<file path="config.mk">
export PLATFORM = sky130hd
export DESIGN_NAME = csl_strap_latch
export DESIGN_NICKNAME = d
export VERILOG_FILES = /design/src/pkg/csl_pkg.sv /design/src/rtl/csl_sync.sv /design/src/rtl/csl_decode.sv /design/src/rtl/csl_strap_latch.sv
export VERILOG_INCLUDE_DIRS = /design/src /design/src/pkg
export SDC_FILE = /design/constraint.sdc
export NUM_CORES = 1
export LEC_CHECK = 0
export BUFFER_PORTS_ARGS = -buffer_cell sky130_fd_sc_hd__buf_2
export CAP_MARGIN = 20
export CORE_MARGIN = 3
export CORE_UTILIZATION = 40
export CTS_BUF_LIST = sky130_fd_sc_hd__clkbuf_4 sky130_fd_sc_hd__clkbuf_8 sky130_fd_sc_hd__clkbuf_16
export DETAILED_ROUTE_END_ITERATION = 8
export PLACE_DENSITY = 0.67
export SLEW_MARGIN = 20
export SYNTH_ARGS = -nofsm -noshare
export SYNTH_HDL_FRONTEND = slang
export SYNTH_SLANG_ARGS = --single-unit
</file>
<file path="constraint.sdc">
create_clock -name sys_clk -period 1.9 [get_ports sys_clk]
set_input_delay 0.095 -clock sys_clk [delete_from_list [all_inputs] [get_ports sys_clk]]
set_output_delay 0.095 -clock sys_clk [all_outputs]
set_load 0.005 [all_outputs]
</file>
<file path="src/pkg/csl_params.svh">
// Constants for the configuration strap latch.
// Assumes inclusion by pkg/csl_pkg.sv and the rtl modules csl_sync and csl_strap_latch.
`ifndef CSL_PARAMS_SVH
`define CSL_PARAMS_SVH

`define CSL_IND_EN_W        6
`define CSL_IND_FN_W        3
`define CSL_IND_EN_TIE      6'h3F
`define CSL_IND_FN_TIE      3'h0
`define CSL_QUAL_TIE        1'h1
`define CSL_STYLE_TIE       1'h0
`define CSL_SEL_POL_TIE     1'h0
`define CSL_RD_POL_TIE      1'h0
`define CSL_WR_POL_TIE      1'h0
`define CSL_ALE_POL_TIE     1'h1
`define CSL_SYNC_W          3
`define CSL_SYNC_MID        1
`define CSL_SYNC_LAST       2
`define CSL_SETTLE_INIT     2'h0
`define CSL_SETTLE_STEP     2'h1
`define CSL_SETTLE_LAST     2'h3

`endif

</file>
<file path="src/pkg/csl_pkg.sv">
// Types for the configuration strap latch.
// Assumes csl_params.svh on the include path.
`include "csl_params.svh"
package csl_pkg;

  typedef struct packed {
    logic [`CSL_IND_EN_W-1:0] ind_en;
    logic [`CSL_IND_FN_W-1:0] ind_fn;
    logic                     qual;
    logic                     style;
    logic                     sel_pol;
    logic                     rd_pol;
    logic                     wr_pol;
    logic                     ale_pol;
    logic                     ptp_en;
  } csl_straps_t;

  typedef enum logic [1:0] {
    CSL_IDLE,
    CSL_CAPTURE,
    CSL_RUN
  } csl_state_t;

  typedef struct packed {
    logic read;
    logic write;
    logic sel;
    logic ale_hi;
    logic ale_lo;
  } csl_bus_t;

endpackage

</file>
<file path="src/rtl/csl_sync.sv">
// Three-stage synchroniser with agreement filter for a pin.
// Assumes an asynchronous input and one clock domain.
`timescale 1ns/10ps
`include "csl_params.svh"
module csl_sync
  import csl_pkg::*;
(
  input  wire logic sys_clk,
  input  wire logic nrst,
  input  wire logic pin,
  output logic      level
);

  typedef struct packed {
    logic [`CSL_SYNC_W-1:0] stage;
    logic                   level;
  } csl_sync_st_t;

  csl_sync_st_t st;
  csl_sync_st_t next_st;

  always_comb begin
    next_st = st;
    next_st.stage = {st.stage[`CSL_SYNC_W-2:0], pin};
    if (st.stage[`CSL_SYNC_MID] == st.stage[`CSL_SYNC_LAST]) begin
      next_st.level = st.stage[`CSL_SYNC_LAST];
    end
  end

  always_ff @(posedge sys_clk or negedge nrst) begin
    if (!nrst) begin
      st <= '0;
    end else begin
      st <= next_st;
    end
  end

  assign level = st.level;

endmodule

</file>
<file path="src/rtl/csl_decode.sv">
// Applies latched host port straps to raw host port pins.
// Assumes strap inputs are stable and pins already synchronised.
`timescale 1ns/10ps
module csl_decode
  import csl_pkg::*;
(
  input  wire csl_straps_t straps,
  input  wire logic        pin_rd_dir,
  input  wire logic        pin_wr_en,
  input  wire logic        pin_sel,
  input  wire logic        pin_ale_hi,
  input  wire logic        pin_ale_lo,
  output csl_bus_t         bus
);

  function automatic logic csl_act(input logic lvl, input logic pol);
    csl_act = pol ? lvl : ~lvl;
  endfunction

  logic strobe;
  logic dir_rd;

  always_comb begin
    bus.sel = csl_act(pin_sel, straps.sel_pol);              // RQ13
    strobe  = csl_act(pin_wr_en, straps.wr_pol);             // RQ16 RQ17
    dir_rd  = straps.rd_pol ? ~pin_rd_dir : pin_rd_dir;      // RQ15
    if (straps.style) begin                                  // RQ12
      bus.read  = strobe & dir_rd;
      bus.write = strobe & ~dir_rd;
    end else begin
      bus.read  = csl_act(pin_rd_dir, straps.rd_pol);        // RQ14
      bus.write = strobe;
    end
    // Level meaning strobe asserted; address taken as it deasserts
    bus.ale_hi = csl_act(pin_ale_hi, straps.ale_pol);        // RQ18
    bus.ale_lo = csl_act(pin_ale_lo, straps.ale_pol);        // RQ18
    if (straps.qual && !bus.sel) begin                       // RQ11
      bus.ale_hi = 1'b0;
      bus.ale_lo = 1'b0;
    end
  end

endmodule

</file>
<file path="src/rtl/csl_strap_latch.sv">
// Configuration strap latch: captures straps at reset release, holds them.
// Assumes nrst is the combined power-on and pin reset; strap pins are async.
`timescale 1ns/10ps
`include "csl_params.svh"
// Operation
// RQ1 - Capture all straps after power-on or pin reset.
// RQ2 - Loader may replace soft straps only; hard straps stay fixed.
// RQ3 - Sample at reset release; loader values then take precedence.
// RQ4 - Straps without a pin use fixed tie-off constants.
// RQ5 - Configured bits load strap; affected bits combine strap with conditions.
// RQ6 - Logic reset or reload reverts to latched values when no valid loader data.
// RQ7 - Logic reset or reload never re-samples pins.
// RQ8 - System applies power-on or pin reset to re-capture pins.
// RQ9 - Indicator enable default six bits, all ones.
// RQ10 - Indicator function default three bits, all zeros.
// RQ11 - Qualify select 1 gates address strobes with chip select.
// RQ12 - Access style 0 separate strobes, 1 direction plus enable.
// RQ13 - Select polarity 0 active low, 1 active high.
// RQ14 - Read polarity 0 active low, 1 active high.
// RQ15 - Direction encoding 0 high reads, 1 high writes.
// RQ16 - Write polarity 0 active low, 1 active high.
// RQ17 - Enable polarity 0 active low, 1 active high.
// RQ18 - Address strobe polarity 0 active low, 1 active high.
// RQ19 - Time-stamp enable default taken from its pin.
// RQ20 - Hold values stable between resets and present them continuously.
module csl_strap_latch
  import csl_pkg::*;
(
  input  wire logic        sys_clk,
  input  wire logic        nrst,
  input  wire logic        ptp_enable_pin,
  input  wire logic        hard_strap_pin,
  input  wire logic        logic_reset,
  input  wire logic        nvm_reload,
  input  wire logic        nvm_load_valid,
  input  wire csl_straps_t nvm_straps,
  input  wire logic        pin_rd_dir,
  input  wire logic        pin_wr_en,
  input  wire logic        pin_sel,
  input  wire logic        pin_ale_hi,
  input  wire logic        pin_ale_lo,
  output csl_straps_t      straps,
  output logic             hard_strap,
  output logic             straps_valid,
  output logic [5:0]       indicator_enable_default,
  output logic [2:0]       indicator_function_default,
  output logic             addr_strobe_qualify_select,
  output logic             access_style_select,
  output logic             select_polarity_select,
  output logic             read_dir_polarity_select,
  output logic             write_enable_polarity_select,
  output logic             addr_strobe_polarity_select,
  output logic             ptp_enable_default,
  output csl_bus_t         host_bus_port
);

  typedef struct packed {
    csl_state_t  state;
    logic [1:0]  settle;
    csl_straps_t latched;
    csl_straps_t active;
    logic        hard;
  } csl_st_t;

  csl_st_t st;
  csl_st_t next_st;

  logic ptp_lvl;
  logic hard_lvl;
  logic rd_s;
  logic wr_s;
  logic sel_s;
  logic ahi_s;
  logic alo_s;

  function automatic csl_straps_t csl_tieoff(input logic ptp);
    csl_tieoff.ind_en  = `CSL_IND_EN_TIE;   // RQ9
    csl_tieoff.ind_fn  = `CSL_IND_FN_TIE;   // RQ10
    csl_tieoff.qual    = `CSL_QUAL_TIE;     // RQ4
    csl_tieoff.style   = `CSL_STYLE_TIE;
    csl_tieoff.sel_pol = `CSL_SEL_POL_TIE;
    csl_tieoff.rd_pol  = `CSL_RD_POL_TIE;
    csl_tieoff.wr_pol  = `CSL_WR_POL_TIE;
    csl_tieoff.ale_pol = `CSL_ALE_POL_TIE;
    csl_tieoff.ptp_en  = ptp;               // RQ19
  endfunction

  csl_sync u_sync_ptp (
    .sys_clk (sys_clk),
    .nrst    (nrst),
    .pin     (ptp_enable_pin),
    .level   (ptp_lvl)
  );

  csl_sync u_sync_hard (
    .sys_clk (sys_clk),
    .nrst    (nrst),
    .pin     (hard_strap_pin),
    .level   (hard_lvl)
  );

  csl_sync u_sync_rd (
    .sys_clk (sys_clk),
    .nrst    (nrst),
    .pin     (pin_rd_dir),
    .level   (rd_s)
  );

  csl_sync u_sync_wr (
    .sys_clk (sys_clk),
    .nrst    (nrst),
    .pin     (pin_wr_en),
    .level   (wr_s)
  );

  csl_sync u_sync_sel (
    .sys_clk (sys_clk),
    .nrst    (nrst),
    .pin     (pin_sel),
    .level   (sel_s)
  );

  csl_sync u_sync_ahi (
    .sys_clk (sys_clk),
    .nrst    (nrst),
    .pin     (pin_ale_hi),
    .level   (ahi_s)
  );

  csl_sync u_sync_alo (
    .sys_clk (sys_clk),
    .nrst    (nrst),
    .pin     (pin_ale_lo),
    .level   (alo_s)
  );

  always_comb begin
    next_st = st;
    case (st.state)
      CSL_IDLE: begin
        // Wait for synchronisers to fill after release
        next_st.settle = st.settle + `CSL_SETTLE_STEP;
        if (st.settle == `CSL_SETTLE_LAST) begin
          next_st.state = CSL_CAPTURE;
        end
      end
      CSL_CAPTURE: begin
        next_st.latched = csl_tieoff(ptp_lvl);            // RQ1 RQ3
        next_st.active  = csl_tieoff(ptp_lvl);
        next_st.hard    = hard_lvl;                       // RQ1
        next_st.state   = CSL_RUN;
      end
      CSL_RUN: begin
        if (logic_reset || nvm_reload) begin
          next_st.active = st.latched;                    // RQ6 RQ7
        end
        if (nvm_load_valid) begin
          next_st.active = nvm_straps;                    // RQ2 RQ3
        end
      end
      default: begin
        next_st.state = CSL_IDLE;
      end
    endcase
  end

  always_ff @(posedge sys_clk or negedge nrst) begin
    if (!nrst) begin
      st.state   <= CSL_IDLE;
      st.settle  <= `CSL_SETTLE_INIT;
      st.latched <= '0;
      st.active  <= '0;
      st.hard    <= 1'b0;
    end else begin
      st <= next_st;                                      // RQ20
    end
  end

  assign straps       = st.active;
  assign hard_strap   = st.hard;                          // RQ2
  assign straps_valid = (st.state == CSL_RUN);
  assign indicator_enable_default     = st.active.ind_en;  // RQ5 RQ9
  assign indicator_function_default   = st.active.ind_fn;  // RQ5 RQ10
  assign addr_strobe_qualify_select   = st.active.qual;
  assign access_style_select          = st.active.style;
  assign select_polarity_select       = st.active.sel_pol;
  assign read_dir_polarity_select     = st.active.rd_pol;
  assign write_enable_polarity_select = st.active.wr_pol;
  assign addr_strobe_polarity_select  = st.active.ale_pol;
  assign ptp_enable_default           = st.active.ptp_en;  // RQ19

  csl_decode u_decode (
    .straps     (st.active),
    .pin_rd_dir (rd_s),
    .pin_wr_en  (wr_s),
    .pin_sel    (sel_s),
    .pin_ale_hi (ahi_s),
    .pin_ale_lo (alo_s),
    .bus        (host_bus_port)
  );

  AST_HARD_FIXED: assert property (@(posedge sys_clk) disable iff (!nrst)  // RQ2
    (st.state == CSL_RUN) |=> $stable(hard_strap))
    else $error("hard strap changed after capture");

  AST_REVERT: assert property (@(posedge sys_clk) disable iff (!nrst)  // RQ6
    (st.state == CSL_RUN && nvm_reload && !nvm_load_valid) |=> straps == $past(st.latched))
    else $error("reload did not restore latched straps");

  AST_LOAD: assert property (@(posedge sys_clk) disable iff (!nrst)  // RQ3
    (st.state == CSL_RUN && nvm_load_valid) |=> straps == $past(nvm_straps))
    else $error("loader value not applied");

  AST_NO_RESAMPLE: assert property (@(posedge sys_clk) disable iff (!nrst)  // RQ7
    (st.state == CSL_RUN) |=> $stable(st.latched))
    else $error("latched straps resampled");

  AST_TIEOFF: assert property (@(posedge sys_clk) disable iff (!nrst)  // RQ9
    (st.state == CSL_CAPTURE) |=> (indicator_enable_default == `CSL_IND_EN_TIE
      && indicator_function_default == `CSL_IND_FN_TIE && addr_strobe_polarity_select))
    else $error("tie-off defaults wrong");

  AST_PTP: assert property (@(posedge sys_clk) disable iff (!nrst)  // RQ19
    (st.state == CSL_CAPTURE) |=> ptp_enable_default == $past(ptp_lvl))
    else $error("time-stamp default not from pin");

  AST_CAPTURE_TIME: assert property (@(posedge sys_clk) disable iff (!nrst)  // RQ1
    (st.state == CSL_IDLE && st.settle == `CSL_SETTLE_INIT) |-> ##[1:5] straps_valid)
    else $error("straps not captured in time");

  AST_HOLD: assert property (@(posedge sys_clk) disable iff (!nrst)  // RQ20
    (st.state == CSL_RUN && !nvm_load_valid && !nvm_reload && !logic_reset) |=> $stable(straps))
    else $error("straps changed without cause");

  AST_QUAL: assert property (@(posedge sys_clk) disable iff (!nrst)  // RQ11
    (addr_strobe_qualify_select && !host_bus_port.sel) |-> !host_bus_port.ale_hi)
    else $error("address strobe not qualified");

  AST_QUAL_LO: assert property (@(posedge sys_clk) disable iff (!nrst)  // RQ11
    (addr_strobe_qualify_select && !host_bus_port.sel) |-> !host_bus_port.ale_lo)
    else $error("low address strobe not qualified");

  AST_RESET_REVERT: assert property (@(posedge sys_clk) disable iff (!nrst)  // RQ6
    (st.state == CSL_RUN && logic_reset && !nvm_load_valid) |=> straps == $past(st.latched))
    else $error("logic reset did not restore latched straps");

  AST_LOAD_WINS: assert property (@(posedge sys_clk) disable iff (!nrst)  // RQ3
    (st.state == CSL_RUN && nvm_load_valid && (logic_reset || nvm_reload))
      |=> straps == $past(nvm_straps))
    else $error("revert beat loader value");

  AST_REFUSED: assert property (@(posedge sys_clk) disable iff (!nrst)  // RQ3
    (st.state == CSL_IDLE) |=> $stable(straps))
    else $error("straps changed before capture");

  AST_HARD_CAPTURE: assert property (@(posedge sys_clk) disable iff (!nrst)  // RQ1
    (st.state == CSL_CAPTURE) |=> hard_strap == $past(hard_lvl))
    else $error("hard strap not taken from pin");

  AST_LATCH_COPY: assert property (@(posedge sys_clk) disable iff (!nrst)  // RQ1
    (st.state == CSL_CAPTURE) |=> straps == st.latched)
    else $error("active straps differ from latched at capture");

  AST_SOFT_TIEOFF: assert property (@(posedge sys_clk) disable iff (!nrst)  // RQ4
    (st.state == CSL_CAPTURE) |=> (addr_strobe_qualify_select == `CSL_QUAL_TIE
      && access_style_select == `CSL_STYLE_TIE
      && select_polarity_select == `CSL_SEL_POL_TIE
      && read_dir_polarity_select == `CSL_RD_POL_TIE
      && write_enable_polarity_select == `CSL_WR_POL_TIE))
    else $error("host port tie-off defaults wrong");

  AST_DIR_EXCL: assert property (@(posedge sys_clk) disable iff (!nrst)  // RQ12
    access_style_select |-> !(host_bus_port.read && host_bus_port.write))
    else $error("read and write together in direction mode");

  AST_VALID_STAYS: assert property (@(posedge sys_clk) disable iff (!nrst)  // RQ20
    straps_valid |=> straps_valid)
    else $error("straps valid dropped without reset");

  AST_DIR_READ: assert property (@(posedge sys_clk) disable iff (!nrst)  // RQ15
    (access_style_select && host_bus_port.read) |-> (rd_s != read_dir_polarity_select))
    else $error("direction encoding wrong");

  AST_ENABLE_POL: assert property (@(posedge sys_clk) disable iff (!nrst)  // RQ17
    (access_style_select && (host_bus_port.read || host_bus_port.write))
      |-> (wr_s == write_enable_polarity_select))
    else $error("enable polarity wrong");

  AST_READ_POL: assert property (@(posedge sys_clk) disable iff (!nrst)  // RQ14
    (!access_style_select && host_bus_port.read) |-> (rd_s == read_dir_polarity_select))
    else $error("read polarity wrong");

  AST_WRITE_POL: assert property (@(posedge sys_clk) disable iff (!nrst)  // RQ16
    (!access_style_select && host_bus_port.write) |-> (wr_s == write_enable_polarity_select))
    else $error("write polarity wrong");

  AST_ALE_POL: assert property (@(posedge sys_clk) disable iff (!nrst)  // RQ18
    host_bus_port.ale_hi |-> (ahi_s == addr_strobe_polarity_select))
    else $error("address strobe polarity wrong");

  CVR_CAPTURE: cover property (@(posedge sys_clk) disable iff (!nrst)
    st.state == CSL_CAPTURE);
  CVR_LOAD: cover property (@(posedge sys_clk) disable iff (!nrst)
    st.state == CSL_RUN && nvm_load_valid);
  CVR_REVERT: cover property (@(posedge sys_clk) disable iff (!nrst)
    st.state == CSL_RUN && logic_reset && !nvm_load_valid);
  CVR_DIR_READ: cover property (@(posedge sys_clk) disable iff (!nrst)
    access_style_select && host_bus_port.read);
  CVR_LOAD_WINS: cover property (@(posedge sys_clk) disable iff (!nrst)
    st.state == CSL_RUN && nvm_load_valid && logic_reset);

endmodule

</file>
==> summary.txt, run 1 <==
===============================================================================
Worst Reg-to-Reg Cells                                                        5
Leakage component of the power                                          1.30 nW
Worst setup path class                                               reg -> reg
Number of max-capacitance violations reported                                 0
Clock Skews                                                          0.00425 ns
Number of core rows                                                          26
Depth of the CTS H-tree                                                       2
Synthesized netlist cell count                                              173
Setup-failing EPs final                                                       0
Leading cell type in the layout, fill and taps excluded                   buf_2
Nature of the critical path endpoint                                   register
GRT met2 Usage                                                            18.5%
Clock net sink count                                                         51
Die span in y                                                      79.7 microns
Cell variety after synth                                                     23
Number of endpoints with negative hold slack in the final report              0
Pin count of the biggest net entering global routing                         32
Number of vias after detailed routing                                      1338
Count of fill cells added during filler insertion                           477
Power per cell area                                                 839 nW/um^2
Startpoint type of the worst setup path                                register
Final cycle utilization of the critical path                              92.1%
Minimum setup slack among reg-to-reg paths                              0.15 ns
# nets final                                                                261
Latest clock arrival within the worst-skew pair                         0.30 ns
Core area                                                            5170 sq um
Largest vdd supply drop                                                0.447 mV
Count of boundary I/O pins                                                   67
I/O Buffers                                                                  66
Routability-driven placement congestion ratio                             0.758
Initial antenna violation count                                               0
RSZ-0062 raised after global routing                                      false
Clk buf depth                                                                 2
Starting density of the core                                              42.0%
GRT Max-Usage Layer                                                        met2
Area of the die                                                      6350 sq um
Cell area after layout                                               2590 sq um
Max Clk Rate                                                            572 MHz
Normalized max-slew margin                                                65.0%
N_diodes                                                                      0
Clock slew at reported path FFs                                         0.09 ns
Most used cells in the layout excluding fill and tap cells         buf_2, dfrtp_1, mux2_2
Mapped cell area                                                     2170 sq um
Required time at the endpoint of the critical path                      2.09 ns
Final critical delay including setup and external delays                1.75 ns
Area growth, synth to finish                                              19.4%
Clock tree from TritonCTS                                                   yes
Synth Area per Inst                                                  12.5 sq um
Crit path arrival time                                                  1.94 ns
Remaining routing DRC violations                                              0
Global-route track usage on met3                                          2.93%
Vias in the first global route                                             1190
Met1 usage                                                                14.7%
Inserted Clock Buffers                                                        5
Cell area after placement                                            2390 sq um
CP max FO                                                                    11
Total power draw                                                      0.00217 W
DRT iter0 DRCs                                                               89
Layout cell share with drive strength beyond 1                            42.5%
Die extent in x                                                    79.7 microns
Post-detail-place hpwl                                             2600 microns
Aggregate global routing overflow                                             0
Worst hold stages                                                             3
Post-CTS repair timing setup buffer count                                     0
Total wire length after detailed routing                           3630 microns
Min-delay worst type                                                  in -> reg
Clock tree root buffer cell                                            clkbuf_8
Global-route wire length before repair                             5700 microns
Yosys warns                                                                   0
Routed length per placed instance                                  12.3 microns
Minimum hold slack                                                    0.0516 ns
Transition at the pin with the smallest max-transition slack           0.525 ns
Post-Syn Nets                                                               208
DRT Pass-1 Iters                                                              4
Yosys reg bits                                                               51
Core Util, Final                                                          50.1%
Final antenna-violating net count                                             0
Sequential-to-total area share from yosys stat                            58.8%
Via-to-Cell Ratio                                                          4.52
Setup Total Neg Slack                                                      0 ns
Outcome                                                               completed
Total global-route track usage                                            11.6%
Number of max-slew violations in the final report                             0
===============================================================================
==> cells by family after synthesis <==
kind of cell	after synthesis	share of synthesized area, %
DFF	51	58.8
buffers and inverters	45	13.3
and+or+nand+nor	28	6.46
muxes	15	8.24
AOI/OAI and AO/OA	14	3.52
adders and majority gates	14	7.26
xor gates and xnor gates	6	2.42
==> state kept, by name, indices dropped and copies added (netlist names), 2 cells and up <==
name / count
indicator_enable_default: 6
st: 6
indicator_function_default: 3
u_sync_ahi.next_st: 2
u_sync_alo.next_st: 2
u_sync_hard.next_st: 2
u_sync_ptp.next_st: 2
u_sync_rd.next_st: 2
u_sync_sel.next_st: 2
u_sync_wr.next_st: 2
==> cells in the mapped netlist (all sizes together) <==
cell	n	area, sq um
a21oi	5	25.0
buf	30	233
clkbuf	3	11.3
dfrtp	51	1280
ha	7	87.6
inv	12	45.0
maj3	7	70.1
mux2	14	169
mux2i	1	10.0
nand2	9	33.8
nand2b	2	12.5
nand3	8	40.0
nand4	7	43.8
nor2	1	3.75
o21ai	8	40.0
o41a	1	11.3
or2	1	6.26
xor2	6	52.6
==> power breakdown <==
group | switching [W] | leakage (nW) | internal, W | total, W
Sequential | 0.0000438 | 0.600 | 0.00115 | 0.00119
Clock | 0.000343 | 0.0502 | 0.000385 | 0.000728
Combinational | 0.000111 | 0.647 | 0.000140 | 0.000251
Total | 0.000498 | 1.30 | 0.00168 | 0.00217
==> through the flow <==
stage	instances	worst slack [ns]
4_1_cts	296	0.0125
3_3_place_gp	281	0.0917
3_5_place_dp	281	0.0496
6_report	296	0.151
2_1_floorplan	173	0.00690
5_1_grt	296	0.0408
==> worst paths after layout <==
kind	to	from
setup / recovery	indicator_enable_default[2]	st[35]
hold / removal	access_style_select	nvm_straps[5]
setup reg to reg	indicator_enable_default[2]	st[35]
hold reg to reg	u_sync_ahi.next_st[3]	u_sync_ahi.next_st[2]
max in group asynchronous	st[34]	nrst
min in group asynchronous	indicator_enable_default[0]	nrst
==> final cells by class <==
cell class,instances,area (sq um),share of cell area (%)
sequential,51,1280,49.3
multi-input combinational,77,616,23.8
timing repair buffer,79,460,17.8
tap,70,87.6,3.38
clock buffer,5,68.8,2.66
inverter,12,45.0,1.74
clock inverter,2,37.5,1.45
==> worst max-delay path, cell delays in order (launching register included) <==
cell and delay [ns]:
dfrtp_1 0.43, inv_2 0.10, ha_1 0.19, inv_2 0.04, o41a_4 0.55, mux2_4 0.32
==> per-layer routing <==
layer / wire length (microns) / up-vias
met2: 1680 / 41
met1: 1640 / 639
met3: 223 / 9
li1: - / 649
met5: 0 / -
met4: 89 / 0
==> repair_timing <==
| item | in CTS | in global routing |
|---|---|---|
| hold endpoints to repair | 27 | 0 |
| hold buffers | 8 | 0 |
| resized for setup | 0 | 2 |
| endpoints found under the setup margin | 0 | 15 |
No activity file was read; power rests on OpenSTA's default activity.
==> run 2: changes to the inputs <==
Settings changed: PLACE_DENSITY 0.67 to 0.65.
Clock period 1.9 ns to 2.2 ns, I/O delays scaled along.
==> summary.txt, run 2 (same netlist as run 1, synthesis figures left out) <==
===============================================================================
Most used cells in the layout excluding fill and tap cells         buf_2, dfrtp_1, inv_1, mux2_2, nand2_1
Normalized max-slew margin                                                50.4%
# nets final                                                                261
Number of gates resized after cts                                             0
Nature of the critical path endpoint                                   register
Latest clock arrival within the worst-skew pair                         0.30 ns
Number of max-capacitance violations reported                                 0
Aggregate global routing overflow                                             0
Vias in the first global route                                             1261
Transition at the pin with the smallest max-transition slack           0.744 ns
Number of hold-repair buffers added at the cts stage                          8
Leading cell type in the layout, fill and taps excluded                   buf_2
Cell area after layout                                               2570 sq um
Crit path arrival time                                                  2.10 ns
Inserted Clock Buffers                                                        5
Die span in y                                                      79.7 microns
Clock Skews                                                          0.00566 ns
Worst setup path class                                               reg -> reg
Routed length per placed instance                                  12.1 microns
DRT iter0 DRCs                                                               67
Required time at the endpoint of the critical path                      2.39 ns
Final antenna-violating net count                                             0
Number of endpoints with negative hold slack in the final report              0
I/O Buffers                                                                  66
Clock tree root buffer cell                                            clkbuf_8
Number of vias after detailed routing                                      1330
Via-to-Cell Ratio                                                          4.49
Clock tree from TritonCTS                                                   yes
Minimum setup slack among reg-to-reg paths                              0.28 ns
Clk buf depth                                                                 2
Pin count of the biggest net entering global routing                         36
Startpoint type of the worst setup path                                register
Leakage component of the power                                          1.29 nW
Post-detail-place hpwl                                             2630 microns
Clock slew at reported path FFs                                         0.09 ns
N_diodes                                                                      0
Area of the die                                                      6350 sq um
Number of core rows                                                          26
Total power draw                                                      0.00187 W
Starting density of the core                                              42.0%
Post-CTS repair timing setup buffer count                                     0
Largest vdd supply drop                                                0.325 mV
Outcome                                                               completed
Initial antenna violation count                                               0
Count of boundary I/O pins                                                   67
Min-delay worst type                                                  in -> reg
Remaining routing DRC violations                                              0
CP max FO                                                                    13
Die extent in x                                                    79.7 microns
Max Clk Rate                                                            522 MHz
RSZ-0062 raised after global routing                                      false
Depth of the CTS H-tree                                                       2
Cell area after placement                                            2380 sq um
Setup Total Neg Slack                                                      0 ns
Final critical delay including setup and external delays                1.92 ns
Setup-failing EPs final                                                       0
Clock net sink count                                                         51
Core Util, Final                                                          49.7%
Power per cell area                                                 727 nW/um^2
Global-route wire length before repair                             5990 microns
DRT Pass-1 Iters                                                              4
Core area                                                            5170 sq um
Total wire length after detailed routing                           3590 microns
Area growth, synth to finish                                              18.3%
Routability-driven placement congestion ratio                             0.779
Layout cell share with drive strength beyond 1                            41.6%
Number of max-slew violations in the final report                             0
Total global-route track usage                                            12.2%
Final cycle utilization of the critical path                              87.1%
===============================================================================
-- run 2: stage by stage --
stage	setup slack [ns]	instances	hold WS, ns
2_1_floorplan	0.274	173	-0.186
6_report	0.285	296	0.0628
5_1_grt	0.111	296	0.0605
3_3_place_gp	0.347	281	0.218
4_1_cts	0.286	296	0.0535
3_5_place_dp	0.295	281	0.219
-- run 2: path summary, 6_finish.rpt --
kind | from | to | cells after the start
setup / recovery | st[35] | indicator_enable_default[1] | 5
hold / removal | nvm_straps[9] | indicator_function_default[2] | 3
setup reg to reg | st[35] | indicator_enable_default[1] | 5
hold reg to reg | u_sync_alo.next_st[2] | u_sync_alo.next_st[3] | 0
max in group asynchronous | nrst | u_sync_rd.level | 3
min in group asynchronous | nrst | u_sync_ahi.level | 2
-- run 2: where the power goes --
group	leakage [nW]	switching [W]	total [W]	internal, W
Sequential	0.600	0.0000380	0.00103	0.000994
Clock	0.0502	0.000291	0.000624	0.000332
Combinational	0.637	0.0000938	0.000212	0.000119
-- run 2: worst max-delay path, cell delays in order (launching register included) --
cell and delay [ns]:
dfrtp_1 0.40, inv_1 0.11, ha_1 0.43, o41a_1 0.28, buf_4 0.24, mux2_2 0.35
-- run 2: cell type report --
cell class / count / area [sq um]
Fill cell: 465 / 2600
Sequential cell: 51 / 1280
Multi-Input combinational cell: 77 / 606
Timing Repair Buffer: 79 / 448
Tap cell: 70 / 87.6
Clock buffer: 5 / 68.8
Inverter: 12 / 45.0
Clock inverter: 2 / 37.5
-- run 2: metal layers --
metal / global-route usage [%] / up-vias / wire [microns]
met5: 0 / - / 0
met4: 5.67 / 0 / 75
met3: 3.61 / 8 / 204
met2: 19.5 / 40 / 1790
met1: 15.1 / 635 / 1530
li1: - / 647 / -
==> run 3: changes to the inputs <==
Settings changed: CORE_MARGIN 3 to default, CORE_UTILIZATION 40 to 54, PLACE_DENSITY 0.65 to 0.84.
==> summary.txt, run 3 (same netlist as run 1, synthesis figures left out) <==
===============================================================================
Outcome                                                               completed
Register Area                                                        1280 sq um
Startpoint of the worst-slack reg-to-reg timing path                     st[35]
Final antenna-violating net count                                             0
Startpoint type of the worst setup path                                register
Depth of the CTS H-tree                                                       2
Required time at the endpoint of the critical path                      2.39 ns
Starting density of the core                                              57.6%
Clk buf depth                                                                 2
Die span in y                                                      65.4 microns
Latest clock arrival within the worst-skew pair                         0.30 ns
Total wire length after detailed routing                           3620 microns
Leading cell type in the layout, fill and taps excluded                   buf_2
Pin count of the biggest net entering global routing                         39
Routed length per placed instance                                  13.2 microns
Number of max-slew violations in the final report                             0
N_diodes                                                                      0
Reg-to-Reg End                                                     indicator_enable_default[4]
Max Clk Rate                                                            548 MHz
Clock slew at reported path FFs                                         0.09 ns
Normalized max-slew margin                                                47.7%
Transition at the pin with the smallest max-transition slack           0.784 ns
Number of max-capacitance violations reported                                 0
Via-to-Cell Ratio                                                          4.92
# nets final                                                                261
Hold_sp                                                            nvm_straps[9]
Area growth, synth to finish                                              16.3%
Minimum setup slack among reg-to-reg paths                              0.38 ns
Count of boundary I/O pins                                                   67
Slowest library cell on the worst path                                  dfrtp_1
Inserted Clock Buffers                                                        5
Post-detail-place hpwl                                             2610 microns
Min-delay worst type                                                  in -> reg
Vias in the first global route                                             1393
Most used cells in the layout excluding fill and tap cells         buf_2, dfrtp_1, inv_1, mux2_2, nand2_1
Global-route wire length before repair                             6000 microns
Worst Reg-to-Reg Cells                                                        6
Area of the die                                                      4280 sq um
Setup slack at placement                                               0.415 ns
Total global-route track usage                                            18.9%
Worst path max stage delay                                              0.43 ns
Nature of the critical path endpoint                                   register
RSZ-0062 raised after global routing                                      false
Leakage component of the power                                          1.28 nW
Routability-driven placement congestion ratio                             0.728
Worst hold stages                                                             3
Initial antenna violation count                                               0
Worst setup path class                                               reg -> reg
Aggregate global routing overflow                                             0
Setup Total Neg Slack                                                      0 ns
Cells after DPL                                                             259
Layout cell share with drive strength beyond 1                            41.9%
Die extent in x                                                    65.4 microns
Setup-failing EPs final                                                       0
Number of non-filler instances in the completed layout                      275
CP Cell Sequence                                                   inv_1 > ha_1 > inv_2 > o41a_1 > buf_4 > mux2_4
Largest vdd supply drop                                                0.488 mV
Core area                                                            3770 sq um
Clock tree root buffer cell                                            clkbuf_8
Power per cell area                                                 698 nW/um^2
Remaining routing DRC violations                                              0
Clock tree from TritonCTS                                                   yes
Min-Delay Endpoint                                                 indicator_function_default[2]
Clock net sink count                                                         51
Post-route worst setup slack                                           0.375 ns
Final cycle utilization of the critical path                              82.9%
CP max FO                                                                     6
DRT Pass-1 Iters                                                              4
Crit path arrival time                                                  2.02 ns
I/O Buffers                                                                  66
Count of fill cells added during filler insertion                           287
Number of endpoints with negative hold slack in the final report              0
DRT iter0 DRCs                                                               52
Total area of multi-input combinational cells                         606 sq um
Number of core rows                                                          22
Clock Skews                                                          0.00811 ns
Final critical delay including setup and external delays                1.82 ns
Number of vias after detailed routing                                      1352
===============================================================================
[run 3: area by class of cell]
class / count / share of cell area (%)
Inverter: 12 / 1.78
Clock inverter: 3 / 0.793
Multi-Input combinational cell: 77 / 24.0
Clock buffer: 5 / 2.73
Tap cell: 48 / 2.38
Timing Repair Buffer: 79 / 17.7
Sequential cell: 51 / 50.6
[run 3: report_power, final]
| part | total (W) | switching (W) | internal, W |
|---|---|---|---|
| clock | 0.000514 | 0.000293 | 0.000221 |
| sequential | 0.00103 | 0.0000394 | 0.000994 |
| combinational | 0.000213 | 0.0000950 | 0.000118 |
[run 3: worst max path at each step]
stage	from	end	slack, ns
floorplan	st[35]	indicator_enable_default[2]	0.27
finish	st[35]	indicator_enable_default[4]	0.38
global route	st[35]	ptp_enable_default	0.28
detailed placement	st[35]	indicator_enable_default[4]	0.42
CTS	st[35]	indicator_enable_default[4]	0.38
global placement	st[35]	indicator_enable_default[2]	0.48
[run 3: stage by stage]
stage	power [W]	utilization [%]	cell area, sq um	hold slack (ns)
2_1_floorplan	0.00119	-	2170	-0.186
3_3_place_gp	0.00125	62.4	2350	0.217
5_1_grt	0.00186	66.9	2520	0.0882
4_1_cts	0.00178	66.9	2520	0.0592
3_5_place_dp	0.00126	62.4	2350	0.220
6_report	0.00176	66.9	2520	0.0715
[run 3: layer usage]
layer | wire, microns | track usage [%] | vias up
met3 | 131 | 5.21 | 8
met5 | 0 | 0 | -
met4 | 57 | 7.88 | 0
met1 | 1520 | 20.8 | 661
li1 | - | - | 648
met2 | 1910 | 33.9 | 35
[run 3: timing repair]
item	in CTS	in global routing
setup buffers	0	0
hold buffers	8	0
gates resized for setup	0	0
endpoints found under the hold margin	43	0
[run 3: critical path, delay by kind of cell, from the launching register on]
family                     cells  cell delay, ns
DFF                            1            0.43
buffers and inverters          3            0.37
adders and majority gates      1            0.21
muxes                          1            0.29
AOI/OAI and AO/OA              1            0.41
